--- config.mk ---
export PLATFORM = sky130hd
export DESIGN_NAME = acr_top
export DESIGN_NICKNAME = d
export VERILOG_FILES = /design/src/design/acr_pkg.sv /design/src/design/acr_top.sv /design/src/design/acr_prescale.sv /design/src/design/acr_trig_sel.sv
export SDC_FILE = /design/constraint.sdc
export NUM_CORES = 1
export LEC_CHECK = 0
export BUFFER_PORTS_ARGS = -buffer_cell sky130_fd_sc_hd__buf_2
export CORE_UTILIZATION = 45
export DETAILED_ROUTE_END_ITERATION = 10
export PLACE_DENSITY_LB_ADDON = 0.1
export SYNTH_ARGS = -nofsm -noshare
export SYNTH_HDL_FRONTEND = slang
export SYNTH_SLANG_ARGS = --single-unit
--- constraint.sdc ---
create_clock -name CORE_CLK_I -period 7.19 [get_ports CORE_CLK_I]
set_input_delay 1.0785 -clock CORE_CLK_I [delete_from_list [all_inputs] [get_ports CORE_CLK_I]]
set_output_delay 1.0785 -clock CORE_CLK_I [all_outputs]
set_load 0.1 [all_outputs]
--- src/design/acr_pkg.sv ---
// Constants, types and helpers shared by the converter control block.
// Summary of operation
// - Channel code 1000 routes the temperature sensor to the converter and powers it.
// - Reference and channel rewrites take effect only after the running conversion completes.
// - Reference code 00 external pin, 01 analog supply, 11 bandgap, 10 reserved.
// - Channel codes 0000-0111 external inputs, 1000 temperature sensor, 1110 bandgap, 1111 ground, others reserved.
// - Changing left adjust alters result presentation immediately, even mid conversion.
// - Enable bit powers the converter; clearing it aborts a running conversion.
// - Writing one to start begins a conversion; free running needs only the first.
// - First conversion after enabling lasts 25 converter clocks instead of 13.
// - Start bit reads one while converting, zero after; writing zero does nothing.
// - With auto trigger on, each rising trigger edge while enabled and idle begins a conversion.
// - Completion sets the conversion complete flag and updates the result unless a low byte read has locked it.
// - The complete flag clears when the processor takes the matching interrupt vector.
// - Writing one to the flag clears it; writing zero leaves it unchanged.
// - Interrupt requested only while flag, interrupt enable and global enable are set.
// - Prescaler codes 000 and 001 divide by 2, then 4 up to 128.
// - After the low result byte is read, updates are blocked until high byte read.
// - Result right adjusted when left adjust is clear (reset), left adjusted when set.
// - The high result byte sits one register index (four byte addresses) above the low byte.
// - Free running mode restarts a conversion as soon as the previous one completes.
// - Trigger source 000 is free running, 001-111 peripheral flags; ignored when auto off.
package acr_pkg;
	// Register indices; byte address is four times the index.
	localparam logic [7:0] IDX_RES_LOW = 8'h78;
	localparam logic [7:0] IDX_RES_HIGH = 8'h79;
	localparam logic [7:0] IDX_CTRL_A = 8'h7A;
	localparam logic [7:0] IDX_CTRL_B = 8'h7B;
	localparam logic [7:0] IDX_SELECT = 8'h7C;
	localparam int ADDR_W = 12;
	// Control register A fields.
	localparam int CA_ENABLE = 7;
	localparam int CA_START = 6;
	localparam int CA_AUTO = 5;
	localparam int CA_FLAG = 4;
	localparam int CA_IRQ_EN = 3;
	localparam int CA_PS_LSB = 0;
	// Selection register fields.
	localparam int SEL_REF_LSB = 6;
	localparam int SEL_LEFT = 5;
	localparam int SEL_CHAN_LSB = 0;
	localparam int CB_TRIG_LSB = 0;
	localparam logic [7:0] RESET_BYTE = 8'h00;
	// Conversion lengths in converter clock cycles.
	localparam logic [4:0] CONV_NORMAL_CYC = 5'd13;
	localparam logic [4:0] CONV_FIRST_CYC = 5'd25;
	localparam logic [3:0] CHAN_TEMP = 4'h8;
	localparam logic [2:0] TRIG_FREE_RUN = 3'h0;
	localparam logic [1:0] RESP_OKAY = 2'h0;
	localparam logic [1:0] RESP_SLVERR = 2'h2;

	// Settings and strobes presented to the analog core.
	typedef struct packed {
		logic power;
		logic temp_sensor_on;
		logic [1:0] reference_select;
		logic [3:0] channel_select;
		logic sample;
		logic conv_clk;
	} acr_ana_ctrl_t;

	// Division factor for a prescaler code.
	function automatic logic [7:0] acr_div_of(input logic [2:0] code);
		logic [7:0] d;
		d = 8'h02;
		if (code > 3'h1) begin
			d = 8'h01 << code;
		end
		return d;
	endfunction
endpackage

--- src/design/acr_top.sv ---
// Converter control, status and result registers behind an AXI4-Lite slave.
`timescale 1ns/1ps
`default_nettype none
module acr_top (
	// Clock and reset
	input wire logic CORE_CLK_I,
	input wire logic ARST_N_I,
	// AXI4-Lite write address and data
	input wire logic AWVALID_I,
	output logic AWREADY_O,
	input wire logic [acr_pkg::ADDR_W-1:0] AWADDR_I,
	input wire logic WVALID_I,
	output logic WREADY_O,
	input wire logic [31:0] WDATA_I,
	input wire logic [3:0] WSTRB_I,
	// AXI4-Lite write response
	output logic BVALID_O,
	input wire logic BREADY_I,
	output logic [1:0] BRESP_O,
	// AXI4-Lite read
	input wire logic ARVALID_I,
	output logic ARREADY_O,
	input wire logic [acr_pkg::ADDR_W-1:0] ARADDR_I,
	output logic RVALID_O,
	input wire logic RREADY_I,
	output logic [31:0] RDATA_O,
	output logic [1:0] RRESP_O,
	// Processor side
	input wire logic GLOBAL_IRQ_EN_I,
	input wire logic IRQ_ACK_I,
	input wire logic [6:0] TRIG_FLAGS_I,
	output logic IRQ_O,
	// Analog core
	input wire logic [9:0] ANA_RESULT_I,
	output acr_pkg::acr_ana_ctrl_t ANA_O
);
	import acr_pkg::*;

	// Register state.
	logic enable_ff;
	logic auto_ff;
	logic flag_ff;
	logic irq_en_ff;
	logic [2:0] prescale_ff;
	logic [1:0] ref_ff;
	logic left_ff;
	logic [3:0] chan_ff;
	logic [2:0] trig_src_ff;
	logic [9:0] result_ff;
	logic lock_ff;
	// Conversion state.
	typedef enum logic [1:0] {
		ACR_IDLE = 2'b01,
		ACR_CONV = 2'b10
	} acr_state_t;
	acr_state_t state_ff;
	acr_state_t nxt_state;
	logic init_pend_ff;
	logic first_ff;
	logic [4:0] cyc_ff;
	logic [1:0] act_ref_ff;
	logic [3:0] act_chan_ff;
	// Bus state.
	logic awready_ff;
	logic wready_ff;
	logic [7:0] aw_idx_ff;
	logic [7:0] w_byte_ff;
	logic w_lane_ff;
	logic bvalid_ff;
	logic [1:0] bresp_ff;
	logic arready_ff;
	logic rvalid_ff;
	logic [31:0] rdata_ff;
	logic [1:0] rresp_ff;
	logic irq_ff;
	acr_ana_ctrl_t ana_ff;

	logic tick;
	logic conv_clk;
	logic trig_edge;
	logic do_write;
	logic wr_ctrl_a;
	logic wr_ctrl_b;
	logic wr_sel;
	logic do_read;
	logic [7:0] rd_idx;
	logic busy;
	logic done;
	logic start;
	logic write_start;
	logic free_restart;
	logic [4:0] conv_len;
	logic [15:0] shown;

	// Maps a byte address to a register index.
	function automatic logic [7:0] idx_of(input logic [ADDR_W-1:0] a);
		return a[9:2];
	endfunction

	// Presents the stored result in the selected layout.
	function automatic logic [15:0] present(input logic [9:0] r, input logic left);
		logic [15:0] v;
		v = {6'h00, r};
		if (left) begin
			v = {r, 6'h00};
		end
		return v;
	endfunction

	function automatic logic mapped(input logic [7:0] i);
		return (i == IDX_RES_LOW) || (i == IDX_RES_HIGH) || (i == IDX_CTRL_A) ||
			(i == IDX_CTRL_B) || (i == IDX_SELECT);
	endfunction

	acr_prescale u_prescale (
		.clk_i(CORE_CLK_I),
		.arst_n_i(ARST_N_I),
		.run_i(enable_ff),
		.code_i(prescale_ff),
		.tick_o(tick),
		.conv_clk_o(conv_clk)
	);

	acr_trig_sel u_trig (
		.clk_i(CORE_CLK_I),
		.arst_n_i(ARST_N_I),
		.auto_i(auto_ff),
		.src_i(trig_src_ff),
		.flags_i(TRIG_FLAGS_I),
		.edge_o(trig_edge)
	);

	// Write channel: address and data are held until both are present.
	assign do_write = !awready_ff && !wready_ff && !bvalid_ff;
	assign wr_ctrl_a = do_write && w_lane_ff && (aw_idx_ff == IDX_CTRL_A);
	assign wr_ctrl_b = do_write && w_lane_ff && (aw_idx_ff == IDX_CTRL_B);
	assign wr_sel = do_write && w_lane_ff && (aw_idx_ff == IDX_SELECT);

	always_ff @(posedge CORE_CLK_I or negedge ARST_N_I) begin
		if (!ARST_N_I) begin
			awready_ff <= 1'b1;
			aw_idx_ff <= 8'h00;
		end else if (AWVALID_I && awready_ff) begin
			awready_ff <= 1'b0;
			aw_idx_ff <= idx_of(AWADDR_I);
		end else if (do_write) begin
			awready_ff <= 1'b1;
		end
	end

	always_ff @(posedge CORE_CLK_I or negedge ARST_N_I) begin
		if (!ARST_N_I) begin
			wready_ff <= 1'b1;
			w_byte_ff <= 8'h00;
			w_lane_ff <= 1'b0;
		end else if (WVALID_I && wready_ff) begin
			wready_ff <= 1'b0;
			w_byte_ff <= WDATA_I[7:0];
			w_lane_ff <= WSTRB_I[0];
		end else if (do_write) begin
			wready_ff <= 1'b1;
		end
	end

	always_ff @(posedge CORE_CLK_I or negedge ARST_N_I) begin
		if (!ARST_N_I) begin
			bvalid_ff <= 1'b0;
			bresp_ff <= RESP_OKAY;
		end else if (do_write) begin
			bvalid_ff <= 1'b1;
			bresp_ff <= mapped(aw_idx_ff) ? RESP_OKAY : RESP_SLVERR;
		end else if (BREADY_I) begin
			bvalid_ff <= 1'b0;
		end
	end

	// Control register A and selection registers.
	always_ff @(posedge CORE_CLK_I or negedge ARST_N_I) begin
		if (!ARST_N_I) begin
			enable_ff <= 1'b0;
			auto_ff <= 1'b0;
			irq_en_ff <= 1'b0;
			prescale_ff <= 3'h0;
		end else if (wr_ctrl_a) begin
			enable_ff <= w_byte_ff[CA_ENABLE];
			auto_ff <= w_byte_ff[CA_AUTO];
			irq_en_ff <= w_byte_ff[CA_IRQ_EN];
			prescale_ff <= w_byte_ff[CA_PS_LSB +: 3];
		end
	end

	always_ff @(posedge CORE_CLK_I or negedge ARST_N_I) begin
		if (!ARST_N_I) begin
			ref_ff <= 2'h0;
			left_ff <= 1'b0;
			chan_ff <= 4'h0;
			trig_src_ff <= 3'h0;
		end else begin
			if (wr_sel) begin
				ref_ff <= w_byte_ff[SEL_REF_LSB +: 2];
				left_ff <= w_byte_ff[SEL_LEFT];
				chan_ff <= w_byte_ff[SEL_CHAN_LSB +: 4];
			end
			if (wr_ctrl_b) begin
				trig_src_ff <= w_byte_ff[CB_TRIG_LSB +: 3];
			end
		end
	end

	// Conversion sequencing.
	assign busy = (state_ff == ACR_CONV);
	assign conv_len = first_ff ? CONV_FIRST_CYC : CONV_NORMAL_CYC;
	assign done = busy && enable_ff && tick && (cyc_ff == conv_len - 5'd1);
	assign write_start = wr_ctrl_a && w_byte_ff[CA_START] && w_byte_ff[CA_ENABLE];
	assign free_restart = done && auto_ff && (trig_src_ff == TRIG_FREE_RUN) && !(wr_ctrl_a && !w_byte_ff[CA_ENABLE]);
	assign start = (!busy && enable_ff && (write_start || trig_edge)) ||
		(!busy && write_start) || free_restart;

	always_comb begin
		nxt_state = state_ff;
		case (state_ff)
			ACR_IDLE: begin
				if (start) begin
					nxt_state = ACR_CONV;
				end
			end
			ACR_CONV: begin
				if (wr_ctrl_a && !w_byte_ff[CA_ENABLE]) begin
					nxt_state = ACR_IDLE;
				end else if (done && !free_restart) begin
					nxt_state = ACR_IDLE;
				end
			end
			default: begin
				nxt_state = ACR_IDLE;
			end
		endcase
	end

	always_ff @(posedge CORE_CLK_I or negedge ARST_N_I) begin
		if (!ARST_N_I) begin
			state_ff <= ACR_IDLE;
		end else begin
			state_ff <= nxt_state;
		end
	end

	always_ff @(posedge CORE_CLK_I or negedge ARST_N_I) begin
		if (!ARST_N_I) begin
			init_pend_ff <= 1'b0;
			first_ff <= 1'b0;
			cyc_ff <= 5'd0;
		end else begin
			if (start) begin
				first_ff <= init_pend_ff || (wr_ctrl_a && w_byte_ff[CA_ENABLE] && !enable_ff);
				cyc_ff <= 5'd0;
				init_pend_ff <= 1'b0;
			end else begin
				if (wr_ctrl_a && w_byte_ff[CA_ENABLE] && !enable_ff) begin
					init_pend_ff <= 1'b1;
				end
				if (busy && tick) begin
					cyc_ff <= cyc_ff + 5'd1;
				end
			end
		end
	end

	always_ff @(posedge CORE_CLK_I or negedge ARST_N_I) begin
		if (!ARST_N_I) begin
			act_ref_ff <= 2'h0;
			act_chan_ff <= 4'h0;
		end else if (!busy || done) begin
			act_ref_ff <= wr_sel ? w_byte_ff[SEL_REF_LSB +: 2] : ref_ff;
			act_chan_ff <= wr_sel ? w_byte_ff[SEL_CHAN_LSB +: 4] : chan_ff;
		end
	end

	always_ff @(posedge CORE_CLK_I or negedge ARST_N_I) begin
		if (!ARST_N_I) begin
			result_ff <= 10'h000;
		end else if (done && !lock_ff) begin
			result_ff <= ANA_RESULT_I;
		end
	end

	// write one clears; vector clears; set wins
	always_ff @(posedge CORE_CLK_I or negedge ARST_N_I) begin
		if (!ARST_N_I) begin
			flag_ff <= 1'b0;
		end else if (done) begin
			flag_ff <= 1'b1;
		end else if ((wr_ctrl_a && w_byte_ff[CA_FLAG]) || IRQ_ACK_I) begin
			flag_ff <= 1'b0;
		end
	end

	always_ff @(posedge CORE_CLK_I or negedge ARST_N_I) begin
		if (!ARST_N_I) begin
			irq_ff <= 1'b0;
		end else begin
			irq_ff <= flag_ff && irq_en_ff && GLOBAL_IRQ_EN_I;
		end
	end

	// temperature sensor; select codes pass to core
	always_ff @(posedge CORE_CLK_I or negedge ARST_N_I) begin
		if (!ARST_N_I) begin
			ana_ff <= '0;
		end else begin
			ana_ff.power <= wr_ctrl_a ? w_byte_ff[CA_ENABLE] : enable_ff;
			ana_ff.temp_sensor_on <= (act_chan_ff == CHAN_TEMP);
			ana_ff.reference_select <= act_ref_ff;
			ana_ff.channel_select <= act_chan_ff;
			ana_ff.sample <= start;
			ana_ff.conv_clk <= conv_clk;
		end
	end

	// Read channel with one cycle latency.
	assign do_read = ARVALID_I && arready_ff;
	assign rd_idx = idx_of(ARADDR_I);
	assign shown = present(result_ff, left_ff);

	// lock on low read, release on high read
	always_ff @(posedge CORE_CLK_I or negedge ARST_N_I) begin
		if (!ARST_N_I) begin
			lock_ff <= 1'b0;
		end else if (do_read && rd_idx == IDX_RES_LOW) begin
			lock_ff <= 1'b1;
		end else if (do_read && rd_idx == IDX_RES_HIGH) begin
			lock_ff <= 1'b0;
		end
	end

	always_ff @(posedge CORE_CLK_I or negedge ARST_N_I) begin
		if (!ARST_N_I) begin
			arready_ff <= 1'b1;
			rvalid_ff <= 1'b0;
			rdata_ff <= 32'h0000_0000;
			rresp_ff <= RESP_OKAY;
		end else if (do_read) begin
			arready_ff <= 1'b0;
			rvalid_ff <= 1'b1;
			rresp_ff <= mapped(rd_idx) ? RESP_OKAY : RESP_SLVERR;
			case (rd_idx)
				// live layout; high byte next index
				IDX_RES_LOW: begin
					rdata_ff <= {24'h00_0000, shown[7:0]};
				end
				IDX_RES_HIGH: begin
					rdata_ff <= {24'h00_0000, shown[15:8]};
				end
				IDX_CTRL_A: begin
					rdata_ff <= {24'h00_0000, enable_ff, busy, auto_ff, flag_ff, irq_en_ff, prescale_ff};
				end
				IDX_CTRL_B: begin
					rdata_ff <= {29'h0000_0000, trig_src_ff};
				end
				IDX_SELECT: begin
					rdata_ff <= {24'h00_0000, ref_ff, left_ff, 1'b0, chan_ff};
				end
				default: begin
					rdata_ff <= {24'h00_0000, RESET_BYTE};
				end
			endcase
		end else if (rvalid_ff && RREADY_I) begin
			rvalid_ff <= 1'b0;
			arready_ff <= 1'b1;
		end
	end

	assign AWREADY_O = awready_ff;
	assign WREADY_O = wready_ff;
	assign BVALID_O = bvalid_ff;
	assign BRESP_O = bresp_ff;
	assign ARREADY_O = arready_ff;
	assign RVALID_O = rvalid_ff;
	assign RDATA_O = rdata_ff;
	assign RRESP_O = rresp_ff;
	assign IRQ_O = irq_ff;
	assign ANA_O = ana_ff;
endmodule
`default_nettype wire

--- src/design/acr_prescale.sv ---
// Converter clock divider producing a tick and a clock level.
`timescale 1ns/1ps
`default_nettype none
module acr_prescale (
	// Clock and reset
	input wire logic clk_i,
	input wire logic arst_n_i,
	// Control
	input wire logic run_i,
	input wire logic [2:0] code_i,
	// Outputs
	output logic tick_o,
	output logic conv_clk_o
);
	import acr_pkg::*;
	logic [7:0] cnt_ff;
	logic [7:0] div;

	assign div = acr_div_of(code_i);

	always_ff @(posedge clk_i or negedge arst_n_i) begin
		if (!arst_n_i) begin
			cnt_ff <= 8'h00;
			tick_o <= 1'b0;
			conv_clk_o <= 1'b0;
		end else if (!run_i) begin
			cnt_ff <= 8'h00;
			tick_o <= 1'b0;
			conv_clk_o <= 1'b0;
		end else begin
			tick_o <= (cnt_ff == div - 8'h01);
			conv_clk_o <= (cnt_ff < (div >> 1));
			cnt_ff <= (cnt_ff >= div - 8'h01) ? 8'h00 : cnt_ff + 8'h01;
		end
	end
endmodule
`default_nettype wire

--- src/design/acr_trig_sel.sv ---
// Auto trigger source selection and rising edge detection.
`timescale 1ns/1ps
`default_nettype none
module acr_trig_sel (
	// Clock and reset
	input wire logic clk_i,
	input wire logic arst_n_i,
	// Control
	input wire logic auto_i,
	input wire logic [2:0] src_i,
	input wire logic [6:0] flags_i,
	// Output
	output logic edge_o
);
	import acr_pkg::*;
	logic level;
	logic prev_ff;

	assign level = (src_i == TRIG_FREE_RUN) ? 1'b0 : flags_i[src_i - 3'h1];

	always_ff @(posedge clk_i or negedge arst_n_i) begin
		if (!arst_n_i) begin
			prev_ff <= 1'b0;
		end else begin
			prev_ff <= level;
		end
	end

	assign edge_o = auto_i && level && !prev_ff;
endmodule
`default_nettype wire

### Word level (Yosys, flattened, before mapping)

Cells that the tools add are included.

| operators by class | value |
|---|---|
| add/sub/neg operators | 5 |
| multiply operators | 0 |
| div/mod/pow operators | 0 |
| order comparisons | 4 |
| equal/unequal tests | 17 |
| shift operators | 1 |
| mux-type cells | 36 |
| bitwise gates (word level) | 0 |
| reduce and logical (&&, ||, !) cells | 68 |

Operator list:

| kind | number |
|---|---|
| equality test 8 x 7 -> 1 bit, second input constant | 10 |
| case mux 8 bit (5 select lines) | 1 |
| logical AND 1 bit | 34 |
| 2-to-1 mux 8 bit | 3 |
| 2-to-1 mux 1 bit | 19 |
| 2-to-1 mux 16 bit | 1 |
| nonzero test 2 bit | 8 |
| 2-to-1 mux 5 bit | 3 |
| logical OR 1 bit | 14 |
| 2-to-1 mux 2 bit | 6 |
| zero test 1 bit | 10 |
| adder 8 x 1 -> 8 bit, second input constant | 1 |
| equality test 8 bit | 1 |
| >= comparator 8 bit | 1 |
| < comparator 8 x 7 -> 1 bit | 1 |
| << shifter 1 x 3 -> 8 bit, first input constant | 1 |
| subtractor 8 x 1 -> 8 bit, second input constant | 1 |
| adder 5 x 1 -> 5 bit, second input constant | 1 |
| equality test 5 bit | 1 |
| subtractor 5 x 1 -> 5 bit, second input constant | 1 |
| equality test 4 bit, second input constant | 1 |
| < comparator 3 x 4 -> 1 bit, second input constant | 1 |
| 2-to-1 mux 4 bit | 1 |
| case mux 2 bit (2 select lines) | 1 |
| 9 further kinds | 9 |

| storage, ports and cells | value |
|---|---|
| bits in registers | 122 |
| latch bits | 0 |
| memory bits (writable) | 0 |
| ROM bits | 0 |
| input port bits | 86 |
| output and inout bits | 52 |
| logic and storage cells | 169 |
| memories | 0 |

### Logic depth before layout (Yosys ltp)

| logic depth | value |
|---|---|
| depth after elaboration | 13 |
| depth in mapped cells | 14 |
| gate-level depth less buffers | 12 |

### Cells and area by module

From an unflattened synthesis, not the netlist that was laid out.

| unflattened totals | value |
|---|---|
| cells, all modules | 445 |
| area total of the unflattened synthesis | 4906.0 sq um |

Modules (own cells, without submodules):

| module | times used | cells an instance | area each (sq um) | seq. area each (sq um) |
|---|---|---|---|---|
| acr_top | 1 | 333 | 3885.0 | 2132.0 |
| acr_prescale | 1 | 96 | 859.6 | 250.2 |
| acr_trig_sel | 1 | 16 | 161.4 | 25.0 |

### Worst setup path after synthesis

No wires, ideal clock.

| timing | value |
|---|---|
| path kind | reg-to-reg |
| start | register prescale_ff[2] |
| end | register u_prescale.cnt_ff[0] |
| library setup time | 95 ps |
| data arrival time | 2341 ps |
| data required time | 7095 ps |
| slack | 4755 ps |
| stages on the path, launching flop included | 14 |
| path buffers | 2 |
| clock period less this slack | 2435 ps |
| cells stage by stage | dfrtp_1 clkbuf_1 inv_1 nand2_1 ha_1 buf_1 xor2_1 nor2_1 a31oi_1 ha_1 nor2b_1 o21ai_0 nand3b_1 a211oi_1 |

| on the way | value |
|---|---|
| word-level cells in the longest chain between the ends | 6 |
| elaborated cells between the ends (all ways) | 7 |
| classes of those cells | 1 x add/sub; 2 x order compare; 1 x shift; 3 x mux |

Ends and longest elaborated chain:

| what | RTL line | source |
|---|---|---|
| start, declared | acr_top.sv:44 | `logic [2:0] prescale_ff;` |
| start signal, assigned | acr_top.sv:188 | `prescale_ff <= w_byte_ff[CA_PS_LSB +: 3];` |
| > comparator 3 x 1 -> 1 bit / << shifter 1 x 3 -> 8 bit (equally long branches) | acr_pkg.sv:66, acr_pkg.sv:67 |  |
| 2-to-1 mux 8 bit (*) | acr_pkg.sv:66 | `if (code > 3'h1) begin` |
| subtractor 8 x 1 -> 8 bit (*) | acr_prescale.sv:33 | `cnt_ff <= (cnt_ff >= div - 8'h01) ? 8'h00 : cnt_ff + 8'h01;` |
| >= comparator 8 bit (*) | acr_prescale.sv:33 |  |
| 2-to-1 mux 8 bit (*) | acr_prescale.sv:33 |  |
| 2-to-1 mux 8 bit (*) | acr_prescale.sv:26 | `end else if (!run_i) begin` |
| end signal, assigned | acr_prescale.sv:33 |  |
| end, declared | acr_prescale.sv:16 | `logic [7:0] cnt_ff;` |

Mark *: on every way between the ends. The rest lies on a longest branch, timed or not.
A chain may end at the register's enable or synchronous reset.

### Worst setup path in the final report

| timing | value |
|---|---|
| start | register prescale_ff[2] |
| end | register u_prescale.cnt_ff[2] |

The elaborated chain is that of the path after synthesis.

==> results.py <==
metrics = {
    "clocking": {
        "tritoncts_num_sinks": 96,
        "hold_buffers": 0,
        "number_of_h_tree_branching_levels": 3,
        "cts_repair_resize_count": 0,
        "cts.reportedPaths.clkPinSlew_ns": 0.10,
        "clk-insertion-delay-late_ns": 0.36,
        "cts_root_buffer": "clkbuf_8",
        "tritoncts.num_buffers": 9,
        "post_cts.repair.setup_buffers": 0,
        "ctsLongestPathBuffers": 2,
        "tritoncts": "yes",
    },
    "timing": {
        "rsz0062_at_grt": "no",
        "timing.final.crit_period_ns": 2.71,
        "clock.fmax_mhz": 369,
        "clock-skew-final_ns": 0.0113,
        "finalSetupViolations": 0,
        "finalCritPeriodShare_pct": 37.7,
        "finalHoldViolations": 0,
        "worst_pin_slew_ns": 0.676,
        "slew_headroom_pct": 54.6,
        "maxSlewViolCount": 0,
        "fin_hold_ws_ns": 0.359,
        "setup_total_negative_slack_ns": 0,
    },
    "routing": {
        "wl_met3_microns": 428,
        "num_vias": 3342,
        "drc_viols": 0,
        "avgViaCountPerCell": 5.20,
        "highest_signal_layer_in_the_routed_design": "met4",
        "dr.pass1.iters": 4,
        "wire_per_inst_microns": 15.1,
        "detail-route-antenna-nets": 0,
        "totalWireLength_microns": 9680,
        "wl_met1_microns": 4390,
        "drt-initial-drc-count": 145,
        "detailed_routed_wire_length_on_met2_microns": 4790,
    },
    "placed_design": {
        "globalplace.congestion": 0.768,
        "io_buffer_count": 76,
        "hpwlAfterDp_microns": 7290,
    },
    "logic_synthesis": {
        "yosysWarningCount": 0,
        "synth.cell_area_sq_mm": 0.00485,
        "synth_largest_type_area_fraction_pct": 47.5,
        "ys_seq_elements": 96,
        "synth.yosys.seq_area_share_pct": 49.7,
        "synthTopCellsByArea": "dfrtp_1 (47%), mux2_2 (11%), ha_1 (5.2%)",
        "syn_avg_cell_area_sq_um": 11.4,
        "number_of_instances_in_the_synthesized_netlist": 425,
        "ys_dominant_reg_cell": "dfrtp_1",
        "synthDistinctLibCells": 55,
        "most_common_cell_in_the_synthesized_netlist": "dfrtp_1",
        "synth_enable_flop_cells": 0,
        "yosys.area.top_type": "dfrtp_1",
        "ys_top_cells_by_count": "dfrtp_1 (92), mux2_2 (46), nand2_1 (30)",
        "synth-async-reset-ratio_pct": 100,
    },
    "hold_path": {
        "hp-class": "reg2reg",
    },
    "floorplan": {
        "number_of_placed_i_o_pins": 138,
        "placeable_core_area_sq_mm": 0.0104,
        "die_h_microns": 106,
        "start_util_pct": 46.7,
        "num_rows": 37,
        "chipWidth_microns": 106,
        "dieArea_sq_mm": 0.0112,
    },
    "power": {
        "power.sequential.fraction_pct": 46.0,
        "power.clock.fraction_pct": 26.0,
        "part_of_the_power_in_combinational_logic_pct": 28.1,
        "switching_share_pct": 37.9,
        "cell_internal_pwr_w": 0.000949,
        "power.net_switching_w": 0.000579,
        "cellPowerDensity_mw_per_mm2": 278,
        "leakage_nw": 2.65,
        "max-vdd-ir-drop_uv": 238,
    },
    "layout": {
        "area_growth_syn_to_layout_pct": 13.3,
        "drive_gt1_share_pct": 29.6,
        "layout.filler_cells": 959,
        "nets": 608,
        "antenna-diode-count": 0,
    },
    "setup_path": {
        "worst-endpoint-arrival_ns": 2.98,
        "type_of_the_worst_setup_path": "reg2reg",
        "path_max_fanout": 8,
        "crit_path_start_kind": "register",
        "endpoint_kind": "register",
        "crit_required_ns": 7.46,
    },
    "global_routing": {
        "grt_pass1_wl_microns": 16400,
        "grt_max_degree": 52,
        "grt-ovfl-total": 0,
        "first_global_vias": 3230,
        "total_routing_usage_reported_by_global_routing_pct": 18.8,
        "number_of_antenna_violations_at_the_first_check_in_global_routing": 0,
    },
    "outcome": {
        "result_of_the_run": "complete, no violations",
    },
    "job": {
        "max_cap_viol_count": 0,
    },
}
[metal layers]
layer,up-vias,track usage (%)
met2,69,31.0
li1,1631,-
met3,8,4.89
met4,0,3.57
met5,-,0
met1,1634,25.3
[through the flow]
step	instances	utilization [%]	setup WS [ns]	total power, W	area (sq um)
3_5_place_dp	627	50.8	4.46	0.00115	5270
2_1_floorplan	452	-	4.75	0.00106	4950
4_1_cts	643	53.0	4.45	0.00154	5490
3_3_place_gp	627	50.8	4.56	0.00114	5270
5_1_grt	643	53.0	4.11	0.00161	5490
6_report	643	53.0	4.48	0.00153	5490
[cells by family after synthesis]
logic type / Yosys count / synth area share, %
adder cells (fa/ha/maj): 20 / 5.16
flip-flops: 96 / 49.7
buffers and inverters: 56 / 6.43
AO/OA/AOI/OAI: 76 / 11.2
multiplexers: 58 / 13.7
other: 2 / 0.155
XOR/XNOR: 12 / 2.17
AND/OR/NAND/NOR: 105 / 11.6
[flip-flops by register name (all words and copies together), names as in the netlist, 3 cells and up]
register and count:
ANA_O 10, RDATA_O 8, act_chan_ff 4, aw_idx_ff 8, chan_ff 4, cyc_ff 5
prescale_ff 3, result_ff 10, trig_src_ff 3, u_prescale.cnt_ff 8, w_byte_ff 8
[final cells by class]
cell class | instances | area (sq um) | share of cell area (%)
Timing Repair Buffer | 77 | 390 | 7.11
Clock inverter | 7 | 104 | 1.89
Multi-Input combinational cell | 300 | 2230 | 40.6
Sequential cell | 96 | 2410 | 43.8
Clock buffer | 9 | 124 | 2.26
Inverter | 18 | 67.6 | 1.23
Tap cell | 136 | 170 | 3.10
[cells in the final DEF (no fill, tap or decap), drive strengths merged, types with 5 or more instances in the layout]
cell type	instances
nand3	12
nor2	17
nand4	5
buf	77
mux2	46
nand2	30
and3	5
o21ai	20
conb	29
ha	20
inv	19
xor2	9
nand3b	5
nor3	7
a211oi	11
mux2i	10
clkbuf	9
dfrtp	92
a21oi	10
[path summary, 6_finish.rpt]
check	start	to	slack [ns]	cells after the start
worst min-delay path	u_prescale.conv_clk_o	ANA_O[0]	0.36	0
worst min register to register	u_prescale.conv_clk_o	ANA_O[0]	0.36	0
worst max-delay path	prescale_ff[2]	u_prescale.cnt_ff[2]	4.48	11
max in group asynchronous	ARST_N_I	state_ff[1]	5.44	2
worst max register to register	prescale_ff[2]	u_prescale.cnt_ff[2]	4.48	11
min in group asynchronous	ARST_N_I	RDATA_O[7]	0.69	1
[power by group through the flow]
stage	logic, W	clock network (W)	registers, W
after global routing	0.000461	0.000436	0.000715
after floorplan	0.000240	0	0.000816
after CTS	0.000434	0.000408	0.000703
after global placement	0.000426	0	0.000711
after detailed placement	0.000432	0	0.000715
final	0.000429	0.000397	0.000702
[critical path, cell delays in order (launching register included)]
cell	delay, ns
dfrtp_1	0.51
inv_1	0.20
nand2_1	0.11
ha_1	0.29
xor2_1	0.17
nor2_1	0.06
a31oi_1	0.16
ha_1	0.26
nor2b_1	0.13
o21ai_0	0.14
nand3b_1	0.27
a211oi_1	0.32
Note: power is estimated with default switching activity, not from simulation.
